--- config.mk ---
export PLATFORM = sky130hd
export DESIGN_NAME = monitor_irq_thermal_alarm_n
export DESIGN_NICKNAME = d
export VERILOG_FILES = /design/src/logic/monitor_irq_pkg.sv /design/src/logic/monitor_irq_thermal_alarm_n.sv
export SDC_FILE = /design/constraint.sdc
export NUM_CORES = 1
export LEC_CHECK = 0
export ABC_CLOCK_PERIOD_IN_PS = 8600
export BUFFER_PORTS_ARGS = -buffer_cell sky130_fd_sc_hd__buf_2
export CAP_MARGIN = 20
export CORE_ASPECT_RATIO = 1.75
export CORE_MARGIN = 2
export CORE_UTILIZATION = 54
export DETAILED_ROUTE_END_ITERATION = 10
export PLACE_DENSITY = 0.7
export SYNTH_ARGS = -nofsm -noshare
export SYNTH_HDL_FRONTEND = slang
export SYNTH_SLANG_ARGS = --single-unit
--- constraint.sdc ---
create_clock -name clk_i -period 8.6 [get_ports clk_i]
set_input_delay 1.72 -clock clk_i [delete_from_list [all_inputs] [get_ports clk_i]]
set_output_delay 1.72 -clock clk_i [all_outputs]
set_load 0.01 [all_outputs]
--- src/logic/monitor_irq_pkg.sv ---
// constants shared by the monitor interrupt and thermal alarm block
// assumes an 8-bit register port with 8-bit offsets and a 125 MHz system clock
package monitor_irq_pkg;

    localparam int CLK_HZ = 125_000_000;

    // register offsets
    localparam logic [7:0] ADDR_LOCAL_HW_LIMIT = 8'h13;
    localparam logic [7:0] ADDR_REMOTE_HW_LIMIT = 8'h14;
    localparam logic [7:0] ADDR_CHANNEL_MODE = 8'h16;
    localparam logic [7:0] ADDR_THIRD_HW_LIMIT = 8'h17;
    localparam logic [7:0] ADDR_FOURTH_HW_LIMIT = 8'h18;
    localparam logic [7:0] ADDR_ANALOG_OUT = 8'h19;
    localparam logic [7:0] ADDR_CONFIG_FIRST = 8'h40;
    localparam logic [7:0] ADDR_STATUS_FIRST = 8'h41;
    localparam logic [7:0] ADDR_STATUS_MIRROR_SECOND = 8'h42;
    localparam logic [7:0] ADDR_STATUS_SECOND = 8'h43;
    localparam logic [7:0] ADDR_MASK_FIRST = 8'h44;
    localparam logic [7:0] ADDR_MASK_SECOND = 8'h45;
    localparam logic [7:0] ADDR_INTRUSION_CLEAR = 8'h46;
    localparam logic [7:0] ADDR_HW_TRIP_STATUS = 8'h47;
    localparam logic [7:0] ADDR_CONFIG_SECOND = 8'h4A;
    localparam logic [7:0] ADDR_STATUS_MIRROR_FIRST = 8'h4C;

    // configuration register 1 fields
    localparam int CFG1_START = 0;
    localparam int CFG1_INT_ENABLE = 1;
    localparam int CFG1_THERMAL_ALARM_N_ENABLE = 2;
    localparam int CFG1_INT_CLEAR = 3;
    localparam int CFG1_THERMAL_ALARM_N_CLEAR = 6;
    // configuration register 2 fields
    localparam int CFG2_TEMP_INT_MASK = 0;
    localparam int CFG2_ACPI_MODE = 3;
    localparam int CFG2_IRQ3_ENABLE = 6;
    localparam int CFG2_IRQ4_ENABLE = 7;
    // channel mode fields and the intrusion clear bit
    localparam int CHMODE_EXTERNAL_REQUEST_INPUTS_ENABLE = 4;
    localparam int CHMODE_VID_AS_IRQ = 7;
    localparam int INTRUSION_CLEAR_BIT = 7;

    // status bit indices over the 16-bit status pair (second register in bits 15:8)
    localparam logic [3:0] STATUS_LOCAL_TEMP = 4'h4;
    localparam logic [3:0] STATUS_REMOTE_TEMP = 4'h5;
    localparam logic [3:0] STATUS_INTRUSION = 4'hC;
    localparam logic [3:0] STATUS_THERMAL_ALARM_N = 4'hD;
    localparam logic [15:0] TEMP_STATUS_MASK = 16'h2030;

    // level polarity of the reused voltage-code pins: 1 marks active low
    localparam logic [4:0] IRQ_ACTIVE_LOW = 5'h07;

    // reset values and the forced fan level
    localparam logic [7:0] CONFIG_FIRST_RST = 8'h08;
    localparam logic [7:0] HW_LIMIT_RST = 8'h7F;
    localparam logic [7:0] FAN_FULL = 8'hFF;

    // thermal hysteresis and debounce
    localparam logic [8:0] HW_HYSTERESIS_DEG = 9'h005;
    localparam logic [1:0] HW_CONSECUTIVE = 2'h3;

    // intrusion reset pulse
    localparam int INTRUSION_PULSE_MS = 20;
    localparam int INTRUSION_PULSE_CYCLES = INTRUSION_PULSE_MS * (CLK_HZ / 1000);

endpackage

--- src/logic/monitor_irq_thermal_alarm_n.sv ---
// interrupt, intrusion and thermal alarm logic of a system hardware monitor
// assumes measurements arrive as one-cycle strobes with their value and limits from a measurement sequencer,
// all pin inputs synchronous to clk_i, and an 8-bit register port with read data one cycle later
//
// Function
// - each comparison result rewrites its status bit
// - mask bit one blocks that status bit
// - unmasked status bits OR into low interrupt
// - interrupt needs enable set, clear bit low
// - status read returns contents, then clears them
// - interrupt-clear releases output, keeps status contents
// - mirrors copy status updates, reads clear nothing
// - voltage-code pins become level interrupt inputs
// - each pin input enabled individually, never latched
// - intrusion level interrupts; clear pulls pin low
// - cleared high-temp interrupt rearms on new causes
// - cleared low-temp interrupt rearms on new causes
// - thermal enable and default/ACPI mode select
// - temperature mask hides general interrupt; writing it set clears hardware trips
// - external thermal low forces fan, raises interrupt
// - default mode alarm sets on high, releases
// - status-read release reasserts if still hot
// - thermal-clear release holds until bit cleared
// - three hot hardware readings trip alarm, fan
// - three readings five degrees below release trip
// - ACPI mode follows only hardware limits
// - interrupt-clear bit halts monitoring until zero
`timescale 1ns/1ps

module monitor_irq_thermal_alarm_n
    import monitor_irq_pkg::*;
#(
    parameter int INTRUSION_CYCLES = INTRUSION_PULSE_CYCLES
)
(
    input wire logic clk_i,
    input wire logic resetn_i,
    input wire logic [7:0] reg_addr_i,
    input wire logic [7:0] reg_wdata_i,
    input wire logic reg_wr_i,
    input wire logic reg_rd_i,
    output logic [7:0] reg_rdata_o,
    input wire logic meas_valid_i,
    input wire logic [3:0] meas_index_i,
    input wire logic [7:0] meas_value_i,
    input wire logic [7:0] meas_high_i,
    input wire logic [7:0] meas_low_i,
    output logic monitor_run_o,
    input wire logic [4:0] voltage_code_inputs_i,
    input wire logic intrusion_pin_i,
    output logic intrusion_pin_o,
    output logic intrusion_pin_oe_o,
    input wire logic thermal_alarm_n_i,
    output logic thermal_alarm_n_o,
    output logic thermal_alarm_n_oe_o,
    output logic int_n_o,
    output logic [7:0] fan_level_o
);

    typedef struct packed {
        logic [7:0] cfg1;
        logic [7:0] cfg2;
        logic [7:0] chmode;
        logic [7:0] analog;
        logic [3:0][7:0] hw_lim;
        logic [15:0] mask;
        logic [15:0] status;
        logic [15:0] mirror;
        logic [1:0] suppress;
        logic [1:0][1:0] last_dir;
        logic [1:0][7:0] snap_high;
        logic [1:0][7:0] snap_low;
        logic [1:0][1:0] over_cnt;
        logic [1:0][1:0] under_cnt;
        logic [1:0] hw_trip;
        logic thermal_alarm_n_soft;
        logic intr_pulse;
        logic [31:0] intr_cnt;
        logic [7:0] rdata;
        logic int_n;
        logic thermal_alarm_n_oe;
        logic [7:0] fan;
        logic run;
    } state_t;

    state_t q;
    state_t d;

    // temperature channel of a status index, bit 1 flags a temperature channel
    function automatic logic [1:0] temp_chan(input logic [3:0] idx);
        temp_chan = 2'h0;
        if (idx == STATUS_LOCAL_TEMP)
        begin
            temp_chan = 2'h2;
        end
        else if (idx == STATUS_REMOTE_TEMP)
        begin
            temp_chan = 2'h3;
        end
    endfunction

    function automatic logic is_cool(input logic [7:0] value, input logic [7:0] lim);
        is_cool = ({1'b0, value} + HW_HYSTERESIS_DEG) <= {1'b0, lim};
    endfunction

    function automatic logic [1:0] sat_inc(input logic [1:0] cnt);
        sat_inc = (cnt == HW_CONSECUTIVE) ? cnt : cnt + 2'h1;
    endfunction

    logic clear_evt;
    logic read_st1;
    logic read_st2;
    logic ext_thermal_alarm_n_low;
    logic meas_high;
    logic meas_low;
    logic [1:0] tchan;
    logic tsel;
    logic hw_over;
    logic hw_cool;
    logic [15:0] suppress_vec;
    logic [15:0] temp_gate;
    logic [4:0] irq_active;
    logic [4:0] irq_enable;
    logic hw_any;
    logic thermal_alarm_n_on;
    logic [7:0] rd_val;

    always_comb
    begin
        d = q;
        clear_evt = reg_wr_i && reg_addr_i == ADDR_CONFIG_FIRST && reg_wdata_i[CFG1_INT_CLEAR];
        read_st1 = reg_rd_i && reg_addr_i == ADDR_STATUS_FIRST;
        read_st2 = reg_rd_i && reg_addr_i == ADDR_STATUS_SECOND;
        // our own drive reads back low, so only a low we are not driving is external
        ext_thermal_alarm_n_low = !thermal_alarm_n_i && !q.thermal_alarm_n_oe;
        meas_high = meas_value_i > meas_high_i;
        meas_low = meas_value_i < meas_low_i;
        tchan = temp_chan(meas_index_i);
        tsel = tchan[0];
        hw_over = meas_value_i > q.hw_lim[{1'b0, tsel}] || meas_value_i > q.hw_lim[{1'b1, tsel}];
        hw_cool = is_cool(meas_value_i, q.hw_lim[{1'b0, tsel}]) && is_cool(meas_value_i, q.hw_lim[{1'b1, tsel}]);

        // register read, data stands in the next cycle only
        case (reg_addr_i)
            ADDR_LOCAL_HW_LIMIT: rd_val = q.hw_lim[0];
            ADDR_REMOTE_HW_LIMIT: rd_val = q.hw_lim[1];
            ADDR_THIRD_HW_LIMIT: rd_val = q.hw_lim[2];
            ADDR_FOURTH_HW_LIMIT: rd_val = q.hw_lim[3];
            ADDR_CHANNEL_MODE: rd_val = q.chmode;
            ADDR_ANALOG_OUT: rd_val = q.analog;
            ADDR_CONFIG_FIRST: rd_val = q.cfg1;
            ADDR_CONFIG_SECOND: rd_val = q.cfg2;
            ADDR_STATUS_FIRST: rd_val = q.status[7:0];
            ADDR_STATUS_SECOND: rd_val = q.status[15:8];
            ADDR_STATUS_MIRROR_FIRST: rd_val = q.mirror[7:0];
            ADDR_STATUS_MIRROR_SECOND: rd_val = q.mirror[15:8];
            ADDR_MASK_FIRST: rd_val = q.mask[7:0];
            ADDR_MASK_SECOND: rd_val = q.mask[15:8];
            ADDR_INTRUSION_CLEAR: rd_val = {q.intr_pulse, 7'h00};
            ADDR_HW_TRIP_STATUS: rd_val = {6'h00, q.hw_trip};
            default: rd_val = 8'h00;
        endcase
        d.rdata = reg_rd_i ? rd_val : 8'h00;

        // a read clears the register it returned; later sets in this cycle still win
        if (read_st1)
        begin
            d.status[7:0] = 8'h00;
        end
        if (read_st2)
        begin
            d.status[15:8] = 8'h00;
            d.thermal_alarm_n_soft = 1'b0;
        end
        // a cleared temperature interrupt stays quiet while its cause persists
        if (clear_evt || read_st1)
        begin
            d.suppress[0] = q.suppress[0] | q.status[STATUS_LOCAL_TEMP];
            d.suppress[1] = q.suppress[1] | q.status[STATUS_REMOTE_TEMP];
        end

        if (reg_wr_i)
        begin
            case (reg_addr_i)
                ADDR_LOCAL_HW_LIMIT: d.hw_lim[0] = reg_wdata_i;
                ADDR_REMOTE_HW_LIMIT: d.hw_lim[1] = reg_wdata_i;
                ADDR_THIRD_HW_LIMIT: d.hw_lim[2] = reg_wdata_i;
                ADDR_FOURTH_HW_LIMIT: d.hw_lim[3] = reg_wdata_i;
                ADDR_CHANNEL_MODE: d.chmode = reg_wdata_i;
                ADDR_ANALOG_OUT: d.analog = reg_wdata_i;
                ADDR_CONFIG_FIRST: d.cfg1 = reg_wdata_i;
                ADDR_MASK_FIRST: d.mask[7:0] = reg_wdata_i;
                ADDR_MASK_SECOND: d.mask[15:8] = reg_wdata_i;
                ADDR_CONFIG_SECOND:
                begin
                    d.cfg2 = reg_wdata_i;
                    if (reg_wdata_i[CFG2_TEMP_INT_MASK])
                    begin
                        d.hw_trip = 2'h0;
                        d.over_cnt = '0;
                        d.under_cnt = '0;
                    end
                end
                ADDR_INTRUSION_CLEAR:
                begin
                    if (reg_wdata_i[INTRUSION_CLEAR_BIT] && !q.intr_pulse)
                    begin
                        d.intr_pulse = 1'b1;
                        d.intr_cnt = 32'h0000_0000;
                    end
                end
                default: ;
            endcase
        end

        // intrusion reset pulse, the bit clears itself when the pulse ends
        if (q.intr_pulse)
        begin
            d.intr_cnt = q.intr_cnt + 32'h0000_0001;
            if (q.intr_cnt == 32'(INTRUSION_CYCLES - 1))
            begin
                d.intr_pulse = 1'b0;
            end
        end

        // comparisons are taken only while monitoring runs
        if (meas_valid_i && q.cfg1[CFG1_START] && !q.cfg1[CFG1_INT_CLEAR])
        begin
            d.status[meas_index_i] = meas_high | meas_low;
            d.mirror[meas_index_i] = meas_high | meas_low;
            if (tchan[1])
            begin
                // a new direction or reprogrammed limit lets the interrupt through again
                if ({meas_high, meas_low} != q.last_dir[tsel] || meas_high_i != q.snap_high[tsel]
                    || meas_low_i != q.snap_low[tsel])
                begin
                    d.suppress[tsel] = 1'b0;
                end
                d.last_dir[tsel] = {meas_high, meas_low};
                d.snap_high[tsel] = meas_high_i;
                d.snap_low[tsel] = meas_low_i;
                if (meas_high)
                begin
                    d.thermal_alarm_n_soft = 1'b1;
                    d.status[STATUS_THERMAL_ALARM_N] = 1'b1;
                    d.mirror[STATUS_THERMAL_ALARM_N] = 1'b1;
                end
                else if (meas_low)
                begin
                    d.thermal_alarm_n_soft = 1'b0;
                end
                d.over_cnt[tsel] = hw_over ? sat_inc(q.over_cnt[tsel]) : 2'h0;
                d.under_cnt[tsel] = hw_cool ? sat_inc(q.under_cnt[tsel]) : 2'h0;
                if (d.over_cnt[tsel] == HW_CONSECUTIVE)
                begin
                    d.hw_trip[tsel] = 1'b1;
                end
                else if (d.under_cnt[tsel] == HW_CONSECUTIVE)
                begin
                    d.hw_trip[tsel] = 1'b0;
                end
            end
            else if ((meas_high | meas_low) && !q.status[meas_index_i])
            begin
                d.suppress = 2'h0;
            end
        end

        if (ext_thermal_alarm_n_low)
        begin
            d.status[STATUS_THERMAL_ALARM_N] = 1'b1;
            d.mirror[STATUS_THERMAL_ALARM_N] = 1'b1;
            d.suppress = 2'h0;
        end
        if (intrusion_pin_i && !q.intr_pulse)
        begin
            d.status[STATUS_INTRUSION] = 1'b1;
            d.mirror[STATUS_INTRUSION] = 1'b1;
        end
        if (d.cfg1[CFG1_THERMAL_ALARM_N_CLEAR])
        begin
            d.thermal_alarm_n_soft = 1'b0;
        end

        // general interrupt
        suppress_vec = 16'h0000;
        suppress_vec[STATUS_LOCAL_TEMP] = q.suppress[0];
        suppress_vec[STATUS_REMOTE_TEMP] = q.suppress[1];
        temp_gate = q.cfg2[CFG2_TEMP_INT_MASK] ? TEMP_STATUS_MASK : 16'h0000;
        irq_active = voltage_code_inputs_i ^ IRQ_ACTIVE_LOW;
        irq_enable = {q.cfg2[CFG2_IRQ4_ENABLE], q.cfg2[CFG2_IRQ3_ENABLE],
                      q.chmode[CHMODE_EXTERNAL_REQUEST_INPUTS_ENABLE + 2 -: 3]};
        if (!q.chmode[CHMODE_VID_AS_IRQ])
        begin
            irq_enable = 5'h00;
        end
        // pin requests feed the output directly and are never stored
        d.int_n = !(q.cfg1[CFG1_INT_ENABLE] && !q.cfg1[CFG1_INT_CLEAR]
                    && ((|(q.status & ~q.mask & ~temp_gate & ~suppress_vec))
                        || (|(irq_active & irq_enable))));

        // thermal alarm
        hw_any = |q.hw_trip;
        if (q.cfg2[CFG2_ACPI_MODE])
        begin
            thermal_alarm_n_on = hw_any;
        end
        else
        begin
            thermal_alarm_n_on = q.thermal_alarm_n_soft || hw_any;
        end
        d.thermal_alarm_n_oe = q.cfg1[CFG1_THERMAL_ALARM_N_ENABLE] && thermal_alarm_n_on;
        d.fan = (hw_any || ext_thermal_alarm_n_low) ? FAN_FULL : q.analog;
        d.run = d.cfg1[CFG1_START] && !d.cfg1[CFG1_INT_CLEAR];
    end

    always_ff @(posedge clk_i)
    begin
        if (!resetn_i)
        begin
            q <= '0;
            q.cfg1 <= CONFIG_FIRST_RST;
            q.hw_lim <= {4{HW_LIMIT_RST}};
            q.int_n <= 1'b1;
        end
        else
        begin
            q <= d;
        end
    end

    assign reg_rdata_o = q.rdata;
    assign monitor_run_o = q.run;
    assign intrusion_pin_o = 1'b0;
    assign intrusion_pin_oe_o = q.intr_pulse;
    assign thermal_alarm_n_o = 1'b0;
    assign thermal_alarm_n_oe_o = q.thermal_alarm_n_oe;
    assign int_n_o = q.int_n;
    assign fan_level_o = q.fan;

endmodule

== Word-level counts from Yosys, hierarchy flattened ==
Index checks and enable logic that the tools add are counted.

* Flip-flop bits (word level): 213
* Output and inout bits: 22

* Add/subtract/negate cells: 4
* $lt $le $gt $ge: 12
* Equality and inequality tests: 26
* Multiplexer cells: 86
* Bitwise operators: 16
* Reductions and logical operators: 54

{| class="wikitable"
|+ Operators by type and width
! kind !! count
|-
| $mux W8 || 21
|-
| $mux W33 || 4
|-
| $pmux W8 S16 || 1
|-
| $mux W81 || 1
|-
| $eq A8 B7 Y1 const B || 10
|-
| $mux W79 || 1
|-
| $bwmux W16 || 4
|-
| $and A16 B16 Y16 || 3
|-
| $eq A8 B5 Y1 const B || 6
|-
| $mux W47 || 1
|-
| $mux W2 || 23
|-
| $add A32 B1 Y32 const B || 1
|-
| $eq A32 B22 Y1 const B || 1
|-
| $mux W10 || 3
|-
| $gt A8 B8 Y1 || 3
|-
| $reduce_and A2 Y1 || 12
|-
| $le A9 B8 Y1 || 2
|-
| $logic_and A1 B1 Y1 || 17
|-
| $mux W1 || 16
|-
| $ne A8 B8 Y1 || 2
|-
| $not A14 Y16 || 1
|-
| $not A16 Y16 || 1
|-
| $not A6 Y16 || 1
|-
| $reduce_or A16 Y1 || 1
|-
| 34 further kinds || 62
|}

== Depth between registers and ports, before layout ==
* Word-level depth: 17
* Gate-level depth with buffers: 15

== Worst setup path before layout ==
Ideal clock, no wire load.

* Path type: input -> register
* From: input meas_index_i[1]
* To: register q[56] (netlist name)
* Setup time: 0.070 ns
* Arrival time: 4.952 ns
* Data required time: 8.530 ns
* Setup slack: 3.577 ns
* Stages on the path: 13
* Buffers on the path: 4
* Cell sequence: buf_4 nand4bb_4 buf_2 buf_4 buf_1 mux2i_1 ha_1 nand3_1 or4b_2 nor3_1 o32ai_2 or4_1 a21oi_1

* Cells in the longest elaborated chain, start to end: 11

{| class="wikitable"
|+ RTL lines
! what !! RTL line !! RTL
|-
| start, declared || monitor_irq_thermal_alarm_n.sv:44 || <nowiki>input wire logic [3:0] meas_index_i,</nowiki>
|-
| $eq A4 B3 Y1 || monitor_irq_thermal_alarm_n.sv:96 || <nowiki>else if (idx == STATUS_REMOTE_TEMP)</nowiki>
|-
| $mux W2 || monitor_irq_thermal_alarm_n.sv:96 ||
|-
| $mux W2 (*) || monitor_irq_thermal_alarm_n.sv:92 || <nowiki>if (idx == STATUS_LOCAL_TEMP)</nowiki>
|-
| $mux W8 (implied by the code) / $mux W2 (equally long branches) (2 in a row) || monitor_irq_thermal_alarm_n.sv:141, monitor_irq_thermal_alarm_n.sv:253 ||
|-
| $le A9 B8 Y1, or another cell as far along || monitor_irq_thermal_alarm_n.sv:103 || <nowiki>is_cool = ({1'b0, value} + HW_HYSTERESIS_DEG) <= {1'b0, lim};</nowiki>
|-
| $logic_and A1 B1 Y1 / $mux W2 (equally long branches) || monitor_irq_thermal_alarm_n.sv:141, monitor_irq_thermal_alarm_n.sv:107 ||
|-
| $mux W2 || monitor_irq_thermal_alarm_n.sv:253 || <nowiki>d.under_cnt[tsel] = hw_cool ? sat_inc(q.under_cnt[tsel]) : 2'h0;</nowiki>
|-
| $bwmux W4 || monitor_irq_thermal_alarm_n.sv:253 ||
|-
| $mux W47 (*) || monitor_irq_thermal_alarm_n.sv:231 || <nowiki>if (tchan[1])</nowiki>
|-
| $mux W81 (*) || monitor_irq_thermal_alarm_n.sv:227 || <nowiki>if (meas_valid_i && q.cfg1[CFG1_START] && !q.cfg1[CFG1_INT_CLEAR])</nowiki>
|-
| end, declared || monitor_irq_thermal_alarm_n.sv:86 || <nowiki>state_t q;</nowiki>
|}

Every way passes the cells marked *; elsewhere a longest branch is shown, timed or not. The select of a mux whose other input is x is not followed.
A chain may end at the register's enable or synchronous reset.

== Final worst setup path ==
* From: input meas_index_i[0]
* To: register q[56] (netlist name)

The elaborated chain is that of the path after synthesis.

==> flow_summary.json <==
{
  "num_rows": 70,
  "grtUsageTotal_pct": 33.6,
  "place_ws_ns": 3.37,
  "layout-drive-gt1-share_pct": 10.7,
  "ios": 78,
  "start_kind": "input pin",
  "maxSlewHeadroom_pct": 27.8,
  "seq_area_um2": 4260,
  "post_cts_buffers": 0,
  "clkPwrFrac_pct": 45.3,
  "post-route-min-period_ns": 4.71,
  "ys_ff_latch": 213,
  "hold_slack_ns": 0.455,
  "gp_congestion": 0.977,
  "yosysWarnings": 0,
  "cts-resized-gates": 0,
  "grt_pass1_vias": 10500,
  "cp_data_required_time_ns": 9.03,
  "seq_area_frac_synth_pct": 37.4,
  "peakVddDrop_v": 0.000158,
  "finalSetupTns_ns": 0,
  "finalHoldViolCount": 0,
  "dp_hpwl_mm": 27.3,
  "diodes": 0,
  "cp.arrival_ns": 5.14,
  "end_kind": "flop",
  "firstDrtPassIters": 6,
  "hp-class": "reg2reg",
  "cts.sink_count": 213,
  "slowest_delay_ns": 0.64,
  "crit_buf_inv": 1,
  "vias_per_cell": 6.34,
  "syn-mean-instance-area_um2": 7.94,
  "rsz0062_at_grt": "false",
  "synth_ff_type": "dfxtp_1",
  "ys_types": 77,
  "cts.reportedPaths.clkPinSlew_ns": 0.06,
  "grt_pass1_wl_mm": 58.3,
  "synth_compound_area_share_pct": 18.2,
  "cts_buffer_depth": 3,
  "p_sw_share_pct": 24.4,
  "synthArstFlopShare_pct": 0,
  "die_w_um": 114,
  "fin_ws_ns": 3.89,
  "grt-ovfl-total": 0,
  "synth_xor_area_share_pct": 2.00,
  "cts_max_level": 1,
  "multi_input_area_um2": 6470,
  "syn_to_final_growth_pct": 8.88,
  "p_per_area_nw_per_um2": 171,
  "setup_violations": 0,
  "insertion_delay_ns": 0.51,
  "cts_root_buf": "clkbuf_16",
  "wl_per_cell_um": 22.0,
  "syn_inst": 1435,
  "status": "finished, final reports clean",
  "internal_power_mw": 1.61,
  "synth_top_family_by_area": "simple AND/OR/NAND/NOR gates",
  "dieArea_um2": 22300,
  "grt_max_degree": 82,
  "synthAdderAreaFrac_pct": 5.03,
  "initial_core_util_pct": 54.7,
  "antenna_found_initial": 0,
  "tightest_slew_ns": 1.07,
  "die_h_um": 196,
  "fmax_mhz": 212,
  "cts_tree": "done",
  "ys_top_cells_by_area": "dfxtp_1, nand2_1, a21oi_1, nand3_1, ha_1",
  "core_area_um2": 20800,
  "hold_buffers": 0,
  "p_leak_nw": 4.74,
  "fin_cells": 1711,
  "final_max_slew_viol_count": 0,
  "power_frac_seq_pct": 46.8,
  "final_antenna_net_count": 0,
  "skew_ns": 0.0133,
  "cpMaxStageDelayCell": "or4b_2",
  "cp_top_family": "simple AND/OR/NAND/NOR gates",
  "vias": 10800,
  "synthSimpleGateAreaFrac_pct": 26.1,
  "p_switching_mw": 0.519,
  "placed_cells": 1676,
  "syn-cell-area_um2": 11400,
  "crit_fanout": 30,
  "synthMuxAreaShare_pct": 5.25,
  "cp_cell_sequence": "buf_2, nand4bb_4, mux2i_1, ha_1, nand3_1, or4b_2, nor3_1, o32ai_2, or4_1, a21oi_1",
  "drc": 0,
  "synth_edf_count": 0,
  "yosys.area.top_type": "dfxtp_1",
  "io_buffers": 75,
  "drtIter0Drc": 1063,
  "criticalPathCategory": "in2reg",
  "pwr-share-comb_pct": 7.9,
  "power_mw": 2.12,
  "postRouteWirelength_mm": 37.6,
  "period_share_pct": 54.8,
  "numCtsBuffers": 21,
  "synth_top_area_share_pct": 37.4,
  "cap_violations": 0,
  "nFillCells": 1964,
  "final_nets": 1548
}
## layout make-up
class / count / area share (%)
Inverter: 53 / 1.62
Multi-Input combinational cell: 1071 / 52.1
Clock buffer: 28 / 4.69
Timing Repair Buffer: 87 / 3.75
Sequential cell: 213 / 34.4
Clock inverter: 7 / 0.917
Tap cell: 252 / 2.54
## worst reg2reg max path, delay by kind of cell (launching register included)
family,cells,cell delay (ns)
simple gates,4,1.48
compound gates,2,0.34
mux,1,0.16
flops,1,0.45
fa+ha+maj,1,0.35
## layer usage
metal  GRT usage [%]  share of wire (%)  vias to the layer above
met4            23.8                8.5                        0
li1                -                  -                     5141
met2            58.7                 49                      469
met1            37.4                 36                     5091
met3            3.71                5.7                      143
met5               0                  0                        -
## metrics by stage
stage | instance area (um^2) | util (%)
2_1_floorplan | 11400 | -
3_3_place_gp | 11700 | 56.2
3_5_place_dp | 11700 | 56.2
4_1_cts | 12400 | 59.5
5_1_grt | 12400 | 59.5
6_report | 12400 | 59.5
## final timing paths
path	startpoint	endpoint	slack, ns	cells after the start
worst max-delay path	meas_index_i[0]	q[56]	3.89	10
worst min-delay path	q[62]	q[62]	0.45	2
worst max register to register	q[163]	q[56]	5.76	8
worst min register to register	q[62]	q[62]	0.45	2
## layout by cell type (no fill, tap or decap), types with 5 or more instances in the layout
cell type	count
nand2_1	267
a211oi_1	10
a22oi_1	17
dfxtp_1	213
o21ai_0	28
and2_1	9
nor3b_1	6
o22ai_1	7
nand2b_1	15
o211ai_1	14
nand3b_1	5
a221oi_1	11
mux2i_1	44
and3_1	12
a21o_1	10
clkbuf_16	21
nand4_1	28
xnor2_1	17
nor2_1	81
inv_1	52
ha_1	45
a222oi_1	14
a31oi_1	13
xor2_1	9
nor2b_1	11
a21oi_1	152
nand3_1	118
nor3_1	21
or3_1	12
buf_2	75
or2_2	8
buf_4	12
## synth_stat cells, types with 13 or more instances
library cell,instances
dfxtp_1,213
nand2_1,267
buf_4,20
nand4_1,28
o211ai_1,14
o21ai_0,28
nand3_1,118
a222oi_1,14
ha_1,45
nor2_1,81
nor3_1,21
clkbuf_1,67
mux2i_1,44
xnor2_1,17
nand2b_1,15
a31oi_1,13
a22oi_1,17
a21oi_1,152
inv_1,53
## power groups by stage
stage	clock (mW)	combinational (mW)	sequential [mW]
6_report	0.962	0.168	0.994
5_1_grt	1.01	0.182	0.994
4_1_cts	0.973	0.166	0.994
3_5_place_dp	0	0.165	1.02
3_3_place_gp	0	0.164	1.02
2_1_floorplan	0	0.109	1.01
## cells by family (layout without fill, tap and decap cells)
group,after synthesis,in the layout
AND/OR/NAND/NOR,622,622
AO/OA/AOI/OAI,322,322
flip-flops,213,213
buffers and inverters,152,175
multiplexers,53,53
adder cells (fa/ha/maj),46,46
XOR/XNOR,26,26
other,1,2
No activity file was read; power rests on OpenSTA's default activity.
